[config.mk]
export PLATFORM = sky130hd
export DESIGN_NAME = gdio_port_top
export DESIGN_NICKNAME = d
export VERILOG_FILES = /design/src/rtl/gdio_pkg.sv /design/src/rtl/gdio_sync.sv /design/src/rtl/gdio_pin_ctl.sv /design/src/rtl/gdio_port_top.sv
export SDC_FILE = /design/constraint.sdc
export NUM_CORES = 1
export LEC_CHECK = 0
export ABC_AREA = 1
export BUFFER_PORTS_ARGS = -buffer_cell sky130_fd_sc_hd__buf_2
export CAP_MARGIN = 30
export CORE_AREA = 5 5 106 108
export CTS_CLUSTER_DIAMETER = 200
export DETAILED_ROUTE_END_ITERATION = 12
export DIE_AREA = 0 0 111 113
export GPL_TIMING_DRIVEN = 1
export PLACE_DENSITY = 0.85
export SYNTH_ARGS = -nofsm -noshare
export SYNTH_HDL_FRONTEND = slang
export SYNTH_SLANG_ARGS = --single-unit
[constraint.sdc]
create_clock -name pclk -period 1.9 [get_ports pclk]
set_input_delay 0.38 -clock pclk [delete_from_list [all_inputs] [get_ports pclk]]
set_output_delay 0.38 -clock pclk [all_outputs]
set_load 0.05 [all_outputs]
[src/rtl/gdio_pkg.sv]
// Shared constants for the general digital I/O port block.
package gdio_pkg;
    localparam int NUM_PORTS = 2;
    localparam int PINS_PER_PORT = 8;
    localparam int ADDR_W = 12;
    localparam int DATA_W = 32;
    localparam int IDX_W = 8;
    // Register indices; the byte address is four times the index.
    localparam logic [IDX_W-1:0] IDX_PIN_INPUT_BASE = 8'h00;
    localparam logic [IDX_W-1:0] IDX_DIRECTION_BASE = 8'h01;
    localparam logic [IDX_W-1:0] IDX_OUTPUT_VALUE_BASE = 8'h02;
    localparam logic [IDX_W-1:0] IDX_PORT_STRIDE = 8'h03;
    localparam logic [IDX_W-1:0] IDX_MCU_CONTROL = 8'h35;
    localparam logic [IDX_W-1:0] IDX_PORT_CONTROL = 8'h12;
    // Field positions.
    localparam int MCU_PUD_BIT = 4;
    localparam int PCR_BBM_LSB = 4;
    localparam int PCR_PUD_LSB = 0;
    // Reset values.
    localparam logic [7:0] RST_PORT_REG = 8'h00;
    localparam logic [7:0] RST_CONTROL_REG = 8'h00;
endpackage : gdio_pkg

[src/rtl/gdio_sync.sv]
// Pad input synchronizer: a falling-edge holding stage and a rising-edge stage.
`timescale 1ns/1ps
module gdio_sync #(
    parameter int W = 16
) (
    // Clock and reset
    input wire logic pclk,
    input wire logic presetn,
    // Data
    input wire logic [W-1:0] d,
    output logic [W-1:0] q
);
    logic [W-1:0] hold_reg;
    logic [W-1:0] q_reg;

    // The falling-edge stage samples what a latch transparent while the
    // clock is high would hold while it is low, without a latch race.
    always_ff @(negedge pclk or negedge presetn) begin
        if (!presetn) begin
            hold_reg <= '0;
        end else begin
            hold_reg <= d;
        end
    end

    always_ff @(posedge pclk or negedge presetn) begin
        if (!presetn) begin
            q_reg <= '0;
        end else begin
            q_reg <= hold_reg;
        end
    end

    assign q = q_reg;
endmodule : gdio_sync

[src/rtl/gdio_pin_ctl.sv]
// Pad drive, pull-up and break-before-make control for the pins of one port.
`timescale 1ns/1ps
module gdio_pin_ctl #(
    parameter int W = 8
) (
    // Clock and reset
    input wire logic pclk,
    input wire logic presetn,
    // Port settings
    input wire logic [W-1:0] direction_bits,
    input wire logic [W-1:0] output_value_bits,
    input wire logic bbm_enable,
    input wire logic pullup_disable,
    // Pad controls
    output logic [W-1:0] pad_oe,
    output logic [W-1:0] pad_pullup_en
);
    logic [W-1:0] dir_prev_reg;
    logic [W-1:0] dir_prev_next;
    logic [W-1:0] newly_out;

    always_comb begin
        dir_prev_next = direction_bits;
    end

    always_ff @(posedge pclk or negedge presetn) begin
        if (!presetn) begin
            dir_prev_reg <= '0;
        end else begin
            dir_prev_reg <= dir_prev_next;
        end
    end

    // Only input-to-output moves are delayed; releases pass at once.
    assign newly_out = direction_bits & ~dir_prev_reg;
    // The reset term needs no clock, so pads float even with pclk stopped.
    assign pad_oe = direction_bits & ~({W{bbm_enable}} & newly_out)
        & {W{presetn}};
    assign pad_pullup_en = ~direction_bits & output_value_bits
        & {W{~pullup_disable}} & {W{presetn}};
endmodule : gdio_pin_ctl

[src/rtl/gdio_port_top.sv]
// General digital I/O ports with an APB register slave.
//
// Operation
// - Direction bit one makes the pin an output, zero an input.
// - Input pin with output bit one gets pull-up; clear or output removes it.
// - Reset floats every pin, even with no clock running.
// - Output pin drives the pad to the output bit value.
// - Writing one to an input register bit inverts that output bit.
// - Break-before-make floats a newly made output for one cycle.
// - Break-before-make is enabled per port for all its pins.
// - Output-to-input change acts at once, with no floating cycle.
// - Pull-up only for input, output bit one, neither disable set.
// - Pad level readable for every pin through latch and flip-flop stages.
// - External change shows after half to one and a half clock periods.
// - Written value reads back one period later; software waits one idle.
// - Deep sleep clamp forces the digital input path to ground.
// - Clamp is overridden for pins whose external interrupt is enabled.
// - High pad on clamped disabled interrupt pin yields an edge on wake.
// - Software pull-ups are off while reset is active.
// - Port pull-up disable is ORed with the global pull-up disable.
// - Port control holds break-before-make at 5:4, pull-up disable 1:0.
//
// The implementer's own choices: register access over APB and the address map.
`timescale 1ns/1ps
module gdio_port_top
    import gdio_pkg::*;
#(
    parameter int NPORT = NUM_PORTS,
    parameter int NPIN = PINS_PER_PORT
) (
    // Clock and reset
    input wire logic pclk,
    input wire logic presetn,
    // APB slave
    input wire logic psel,
    input wire logic penable,
    input wire logic pwrite,
    input wire logic [ADDR_W-1:0] paddr,
    input wire logic [DATA_W-1:0] pwdata,
    input wire logic [3:0] pstrb,
    output logic [DATA_W-1:0] prdata,
    output logic pready,
    output logic pslverr,
    // Pads, port 0 in the low byte
    input wire logic [NPORT*NPIN-1:0] pad_in,
    output logic [NPORT*NPIN-1:0] pad_out,
    output logic [NPORT*NPIN-1:0] pad_oe,
    output logic [NPORT*NPIN-1:0] pad_pullup_en,
    // Sleep controller and interrupt controller
    input wire logic input_clamp,
    input wire logic [NPORT*NPIN-1:0] ext_int_enable,
    output logic [NPORT*NPIN-1:0] pin_level
);
    localparam int NP = NPORT * NPIN;

    logic [NPORT-1:0][NPIN-1:0] direction_reg;
    logic [NPORT-1:0][NPIN-1:0] direction_next;
    logic [NPORT-1:0][NPIN-1:0] output_value_reg;
    logic [NPORT-1:0][NPIN-1:0] output_value_next;
    logic [7:0] mcu_control_reg;
    logic [7:0] mcu_control_next;
    logic [7:0] port_control_reg;
    logic [7:0] port_control_next;
    logic [DATA_W-1:0] prdata_reg;
    logic [DATA_W-1:0] prdata_next;

    logic [IDX_W-1:0] idx;
    logic setup;
    logic wr_en;
    logic mapped;
    logic [NPORT-1:0] hit_pin;
    logic [NPORT-1:0] hit_dir;
    logic [NPORT-1:0] hit_out;
    logic hit_mcu;
    logic hit_pcr;
    logic [NP-1:0] clamped_in;
    logic [NPORT-1:0][NPIN-1:0] pin_input_bits;
    logic global_pullup_disable;
    logic [NPORT-1:0] portwise_pullup_disable;
    logic [NPORT-1:0] break_before_make_enable;

    // Address decode.
    assign idx = paddr[IDX_W+1:2];
    assign setup = psel & ~penable;
    assign wr_en = psel & penable & pwrite & pstrb[0];

    always_comb begin
        for (int p = 0; p < NPORT; p++) begin
            hit_pin[p] = idx == IDX_PIN_INPUT_BASE
                + IDX_W'(p) * IDX_PORT_STRIDE;
            hit_dir[p] = idx == IDX_DIRECTION_BASE
                + IDX_W'(p) * IDX_PORT_STRIDE;
            hit_out[p] = idx == IDX_OUTPUT_VALUE_BASE
                + IDX_W'(p) * IDX_PORT_STRIDE;
        end
        hit_mcu = idx == IDX_MCU_CONTROL;
        hit_pcr = idx == IDX_PORT_CONTROL;
        mapped = ((|hit_pin) | (|hit_dir) | (|hit_out) | hit_mcu | hit_pcr)
            & (paddr[1:0] == 2'b00);
    end

    // Zero wait states; unmapped or misaligned accesses answer with an error.
    assign pready = 1'b1;
    assign pslverr = psel & penable & ~mapped;

    // Control fields.
    assign global_pullup_disable = mcu_control_reg[MCU_PUD_BIT];
    assign portwise_pullup_disable =
        port_control_reg[PCR_PUD_LSB +: NPORT];
    assign break_before_make_enable =
        port_control_reg[PCR_BBM_LSB +: NPORT];

    // Register next values.
    always_comb begin
        direction_next = direction_reg;
        output_value_next = output_value_reg;
        mcu_control_next = mcu_control_reg;
        port_control_next = port_control_reg;
        if (wr_en && !pslverr) begin
            for (int p = 0; p < NPORT; p++) begin
                if (hit_dir[p]) begin
                    direction_next[p] = pwdata[NPIN-1:0];
                end
                if (hit_out[p]) begin
                    output_value_next[p] = pwdata[NPIN-1:0];
                end
                if (hit_pin[p]) begin
                    // Toggle regardless of direction setting.
                    output_value_next[p] = output_value_reg[p]
                        ^ pwdata[NPIN-1:0];
                end
            end
            if (hit_mcu) begin
                mcu_control_next = RST_CONTROL_REG;
                mcu_control_next[MCU_PUD_BIT] = pwdata[MCU_PUD_BIT];
            end
            if (hit_pcr) begin
                port_control_next = RST_CONTROL_REG;
                port_control_next[PCR_BBM_LSB +: NPORT] =
                    pwdata[PCR_BBM_LSB +: NPORT];
                port_control_next[PCR_PUD_LSB +: NPORT] =
                    pwdata[PCR_PUD_LSB +: NPORT];
            end
        end
    end

    // Read data is captured in the setup phase so it stands in the access
    // phase straight from a flip-flop.
    always_comb begin
        prdata_next = prdata_reg;
        if (setup && !pwrite) begin
            prdata_next = '0;
            for (int p = 0; p < NPORT; p++) begin
                if (hit_pin[p]) begin
                    prdata_next[NPIN-1:0] = pin_input_bits[p];
                end
                if (hit_dir[p]) begin
                    prdata_next[NPIN-1:0] = direction_reg[p];
                end
                if (hit_out[p]) begin
                    prdata_next[NPIN-1:0] = output_value_reg[p];
                end
            end
            if (hit_mcu) begin
                prdata_next[7:0] = mcu_control_reg;
            end
            if (hit_pcr) begin
                prdata_next[7:0] = port_control_reg;
            end
            // A refused read must not leak the register that the index hits.
            if (!mapped) begin
                prdata_next = '0;
            end
        end
    end

    always_ff @(posedge pclk or negedge presetn) begin
        if (!presetn) begin
            direction_reg <= {NPORT{RST_PORT_REG}};
            output_value_reg <= {NPORT{RST_PORT_REG}};
            mcu_control_reg <= RST_CONTROL_REG;
            port_control_reg <= RST_CONTROL_REG;
            prdata_reg <= '0;
        end else begin
            direction_reg <= direction_next;
            output_value_reg <= output_value_next;
            mcu_control_reg <= mcu_control_next;
            port_control_reg <= port_control_next;
            prdata_reg <= prdata_next;
        end
    end

    assign prdata = prdata_reg;

    // Pad drive value comes straight from the output bits.
    assign pad_out = output_value_reg;

    // Per-port pad control.
    for (genvar p = 0; p < NPORT; p++) begin : g_port
        gdio_pin_ctl #(
            .W(NPIN)
        ) u_pin_ctl (
            .pclk(pclk),
            .presetn(presetn),
            .direction_bits(direction_reg[p]),
            .output_value_bits(output_value_reg[p]),
            .bbm_enable(break_before_make_enable[p]),
            .pullup_disable(global_pullup_disable
                | portwise_pullup_disable[p]),
            .pad_oe(pad_oe[p*NPIN +: NPIN]),
            .pad_pullup_en(pad_pullup_en[p*NPIN +: NPIN])
        );
    end

    // The clamp grounds the input ahead of the synchronizer, so a high pad
    // on a clamped pin shows as a rising edge when the clamp releases.
    assign clamped_in = pad_in
        & ~({NP{input_clamp}} & ~ext_int_enable);

    // Pad changes arrive half to one and a half periods later; a value
    // written at one edge is back at the next edge.
    gdio_sync #(
        .W(NP)
    ) u_sync (
        .pclk(pclk),
        .presetn(presetn),
        .d(clamped_in),
        .q(pin_input_bits)
    );

    assign pin_level = pin_input_bits;
endmodule : gdio_port_top

== After elaboration in Yosys (flattened, before gate mapping) ==
Index checks and enable logic that the tools add are counted.
Word-level totals
  word-level logic and storage cells: 90
  bits in registers: 117
  ROM bits: 0
  output and inout port bits: 98
  input port bits: 86
  memories kept: 0
  bits in latches: 0
  RAM bits: 0
Operators by class
  muxes and demuxes: 13
  equal/unequal tests: 7
  order comparisons: 0
  bitwise logic cells: 42
  $add $sub $neg: 0
  multipliers: 0
  shifts and indexed selects: 0
  div/mod/pow operators: 0
  reduce and logical (&&, ||, !) cells: 17
Operators by type and width (count)
  AND 8 bit: 14
  two-way mux 8 bit: 13
  NOT 8 bit: 6
  AND 16 bit: 2
  NOT 16 bit: 2
  == test 8 x 2 -> 1 bit (second input constant): 2
  == test 8 x 3 -> 1 bit (second input constant): 2
  bitwise XOR 8 bit: 2
  AND reduction 2 bit: 6
  == test 8 x 1 -> 1 bit (second input constant): 1
  == test 8 x 5 -> 1 bit (second input constant): 1
  == test 8 x 6 -> 1 bit (second input constant): 1
  zero test 8 bit: 1
  AND 1 bit: 6
  OR 1 bit: 6
  OR reduction 2 bit: 3
  NOT 1 bit: 4
  nonzero test 2 bit: 2
  logical AND 1 bit: 2
  zero test 1 bit: 2
  zero test 2 bit: 1

== Longest topological paths before layout ==
  depth in word-level cells: 12
  gate-level depth with buffers: 12
  gate-level depth less buffers: 12

== Hierarchy ==
A second synthesis with hierarchy kept.
Second synthesis, totals
  cells, all modules: 631
  area, all modules: 4895.9 µm²
By module, submodules not included
  gdio_port_top: cells an instance 479, area an instance 3246.9 µm², times used 1
  gdio_pin_ctl: cells an instance 60, area an instance 424.2 µm², times used 2
  gdio_sync: cells an instance 32, area an instance 800.8 µm², times used 1

==> flow_summary.ini <==
[place]
placed_area_um2 = 5840
dp_hpwl_um = 10800
port_buffers = 129
place_congestion = 0.945

[drt]
wl_per_cell_um = 16.2
ant_nets = 0
via_count = 4591
first_pass_iters = 5
drt-initial-drc-count = 396
viasPerCell = 5.12
drc_errors = 0
drt_wl_total_um = 14500

[die]
core_area_um2 = 10100
io-pin-count = 184
rows = 37
initial_core_util = 0.474
dieWidth_um = 111
die_y_um = 113
die_area_um2 = 12500

[global_routing]
grt_max_degree = 64
grt_pass1_wl_um = 22000
grt_pass1_vias = 4420
grt_use_total = 0.221
gr-total-overflow = 0
antenna_found_initial = 0

[setup_path]
cp.arrival_ns = 1.53
critPathMaxFanout = 8
critical_path_class = reg2out
slowest_stage = dfrtp_1
slowest_delay_ns = 0.40
end_kind = output port
crit_path_cell_trace = inv_2 -> nand2_4 -> nor4_2 -> buf_4
reg2reg_slack_ns = 0.52
critical_path_required_ns = 1.52
cp-start-kind = flip-flop

[cells_and_area]
drive_gt1_frac = 0.349
final_area_um2 = 6320
antenna_cells = 0
area_growth_pct = 31.4
n_fill_cell = 878
final_common_cell = nand2_1
layout_common_cells = 134 x nand2_1, 110 x buf_2, 77 x dfrtp_1, 71 x o21ai_0, 64 x inv_1
nNetsFinal = 841

[timing]
setup_viol = 1
relSlewSlack = 0.625
fin_ws_ns = -0.00729
fmax_ghz = 0.524
maxSlewViolCount = 0
fin_skew_ns = 0.0208
final_hold_viol_count = 0
fin_crit_ns = 1.91
worst_slew_pin_slew_ns = 0.561
finalCritPeriodShare = 1.00
whs_ns = 0.00278

[synth]
synth.distinct_cells = 36
netlist_instances = 592
ys.flop_type = dfrtp_1
netlist_area_um2 = 4810
postSynthAreaPerCell_um2 = 8.12
yosysWarnings = 0
ys_seq_area_frac = 0.484
synth_async_sr_flop_share = 1.00
yosys_register_bits = 93
synth-edff-count = 0

[min_path]
min_path_type = in2async

[clock_tree]
cts_buffers = 9
ctsRootBufferMaster = clkbuf_8
htreeDepth = 3
clock_latency_ns = 0.37
clkSinkCount = 93
cts_tree = yes
path_clk_slew_ns = 0.10
clk_path_buf_depth = 2

[power_and_ir_drop]
peakVddDrop_uv = 323
total_power_mw = 4.09
p_sw_mw = 1.27
p_seq_frac = 0.503
p_leak_nw = 3.47
p_int_mw = 2.82
combPwrFrac = 0.166
power.share.clock = 0.331
p_sw_frac = 0.311
power.density_nw_per_um2 = 647

[run]
drv_cap = 0

[outcome]
status = finished with violations
violations = negative setup slack
per-layer routing:
layer	track usage	vias to the layer above	part of all wire
met1	0.284	2111	0.39
met3	0.0578	50	0.10
met4	0.110	0	0.045
li1	-	2166	-
met2	0.350	264	0.46
met5	0	-	0
Yosys cell counts, types with 2 or more instances:
master	number	share of area
buf_6	3	0.0070
clkbuf_1	9	0.0070
nor2_8	2	0.0083
nor2_4	3	0.0070
nand2_1	143	0.11
a31oi_1	2	0.0026
a21boi_0	17	0.027
nor4_1	7	0.0091
conb_1	2	0.0016
xnor2_1	5	0.0091
nor3_1	3	0.0031
dfrtn_1	16	0.083
nand2_4	4	0.0094
inv_2	4	0.0031
nand3_2	3	0.0062
dfrtp_1	77	0.40
nand3_1	24	0.025
xor2_1	4	0.0073
buf_4	25	0.039
nand2_2	5	0.0065
nor2_2	8	0.010
buf_2	2	0.0021
inv_1	72	0.056
nand4_1	19	0.025
nor2_1	50	0.039
a21oi_1	3	0.0031
o21ai_0	71	0.074
power groups by stage:
| stage | sequential [mW] | clock, mW | combinational (mW) |
|---|---|---|---|
| 6_report | 2.06 | 1.35 | 0.680 |
| 5_1_grt | 2.06 | 1.45 | 0.723 |
| 4_1_cts | 2.06 | 1.36 | 0.646 |
| 3_5_place_dp | 2.10 | 0 | 0.638 |
| 3_3_place_gp | 2.09 | 0 | 0.629 |
| 2_1_floorplan | 2.18 | 0 | 0.358 |
kinds of logic (layout without fill, tap and decap cells):
logic type | after synthesis | after routing | share of synthesized area
XOR/XNOR | 9 | 9 | 0.0164
AND/OR/NAND/NOR | 275 | 275 | 0.271
AO/OA/AOI/OAI | 95 | 95 | 0.110
buffers and inverters | 118 | 263 | 0.117
other | 2 | 25 | 0.00156
flip-flops | 93 | 93 | 0.484
through the flow:
| stage | instances | util | TNS, ns | worst slack (ns) |
|---|---|---|---|---|
| after floorplan | 615 | - | -1.77 | -0.251 |
| after global placement | 873 | 0.576 | -0.224 | -0.0810 |
| after detailed placement | 873 | 0.576 | -0.518 | -0.0939 |
| after CTS | 892 | 0.603 | -0.0548 | -0.0359 |
| after global routing | 896 | 0.623 | -0.217 | -0.0598 |
| final | 896 | 0.623 | -0.00729 | -0.00729 |
layout make-up:
type                            instances  area [um2]  share of cell area
Sequential cell                        93        2330               0.368
Multi-Input combinational cell        404        2260               0.358
Timing Repair Buffer                  169        1040               0.165
Inverter                               78         317              0.0501
Tap cell                              136         170              0.0269
Clock buffer                           10         128              0.0202
Clock inverter                          6        70.1              0.0111
worst paths after layout:
kind	end	start	cells past startpoint
worst min-delay path	g_port[0].u_pin_ctl.dir_prev_reg[1]	presetn	2
max in group asynchronous	u_sync.hold_reg[4]	presetn	3
worst max register to register	u_sync.q[14]	u_sync.hold_reg[14]	0
worst max-delay path	pad_pullup_en[10]	mcu_control_reg[4]	4
worst min register to register	g_port[1].u_pin_ctl.dir_prev_reg[4]	direction_reg[12]	0
min in group pclk	direction_reg[14]	pwdata[6]	3
critical path, delay by kind of cell (launching register included):
| family | cells | cell delay (ns) |
|---|---|---|
| buffers and inverters | 2 | 0.39 |
| AND/OR/NAND/NOR | 2 | 0.37 |
| flip-flops | 1 | 0.40 |
timing repair:
action | in CTS | in global routing
pin swaps | 4 | 15
resized for setup | 20 | 52
buffers inserted | 3 | 4
hold buffers | 0 | 0
hold endpoints to repair | 0 | 0
setup endpoints to repair | 23 | 15
Power figures use the tool's default switching activity.
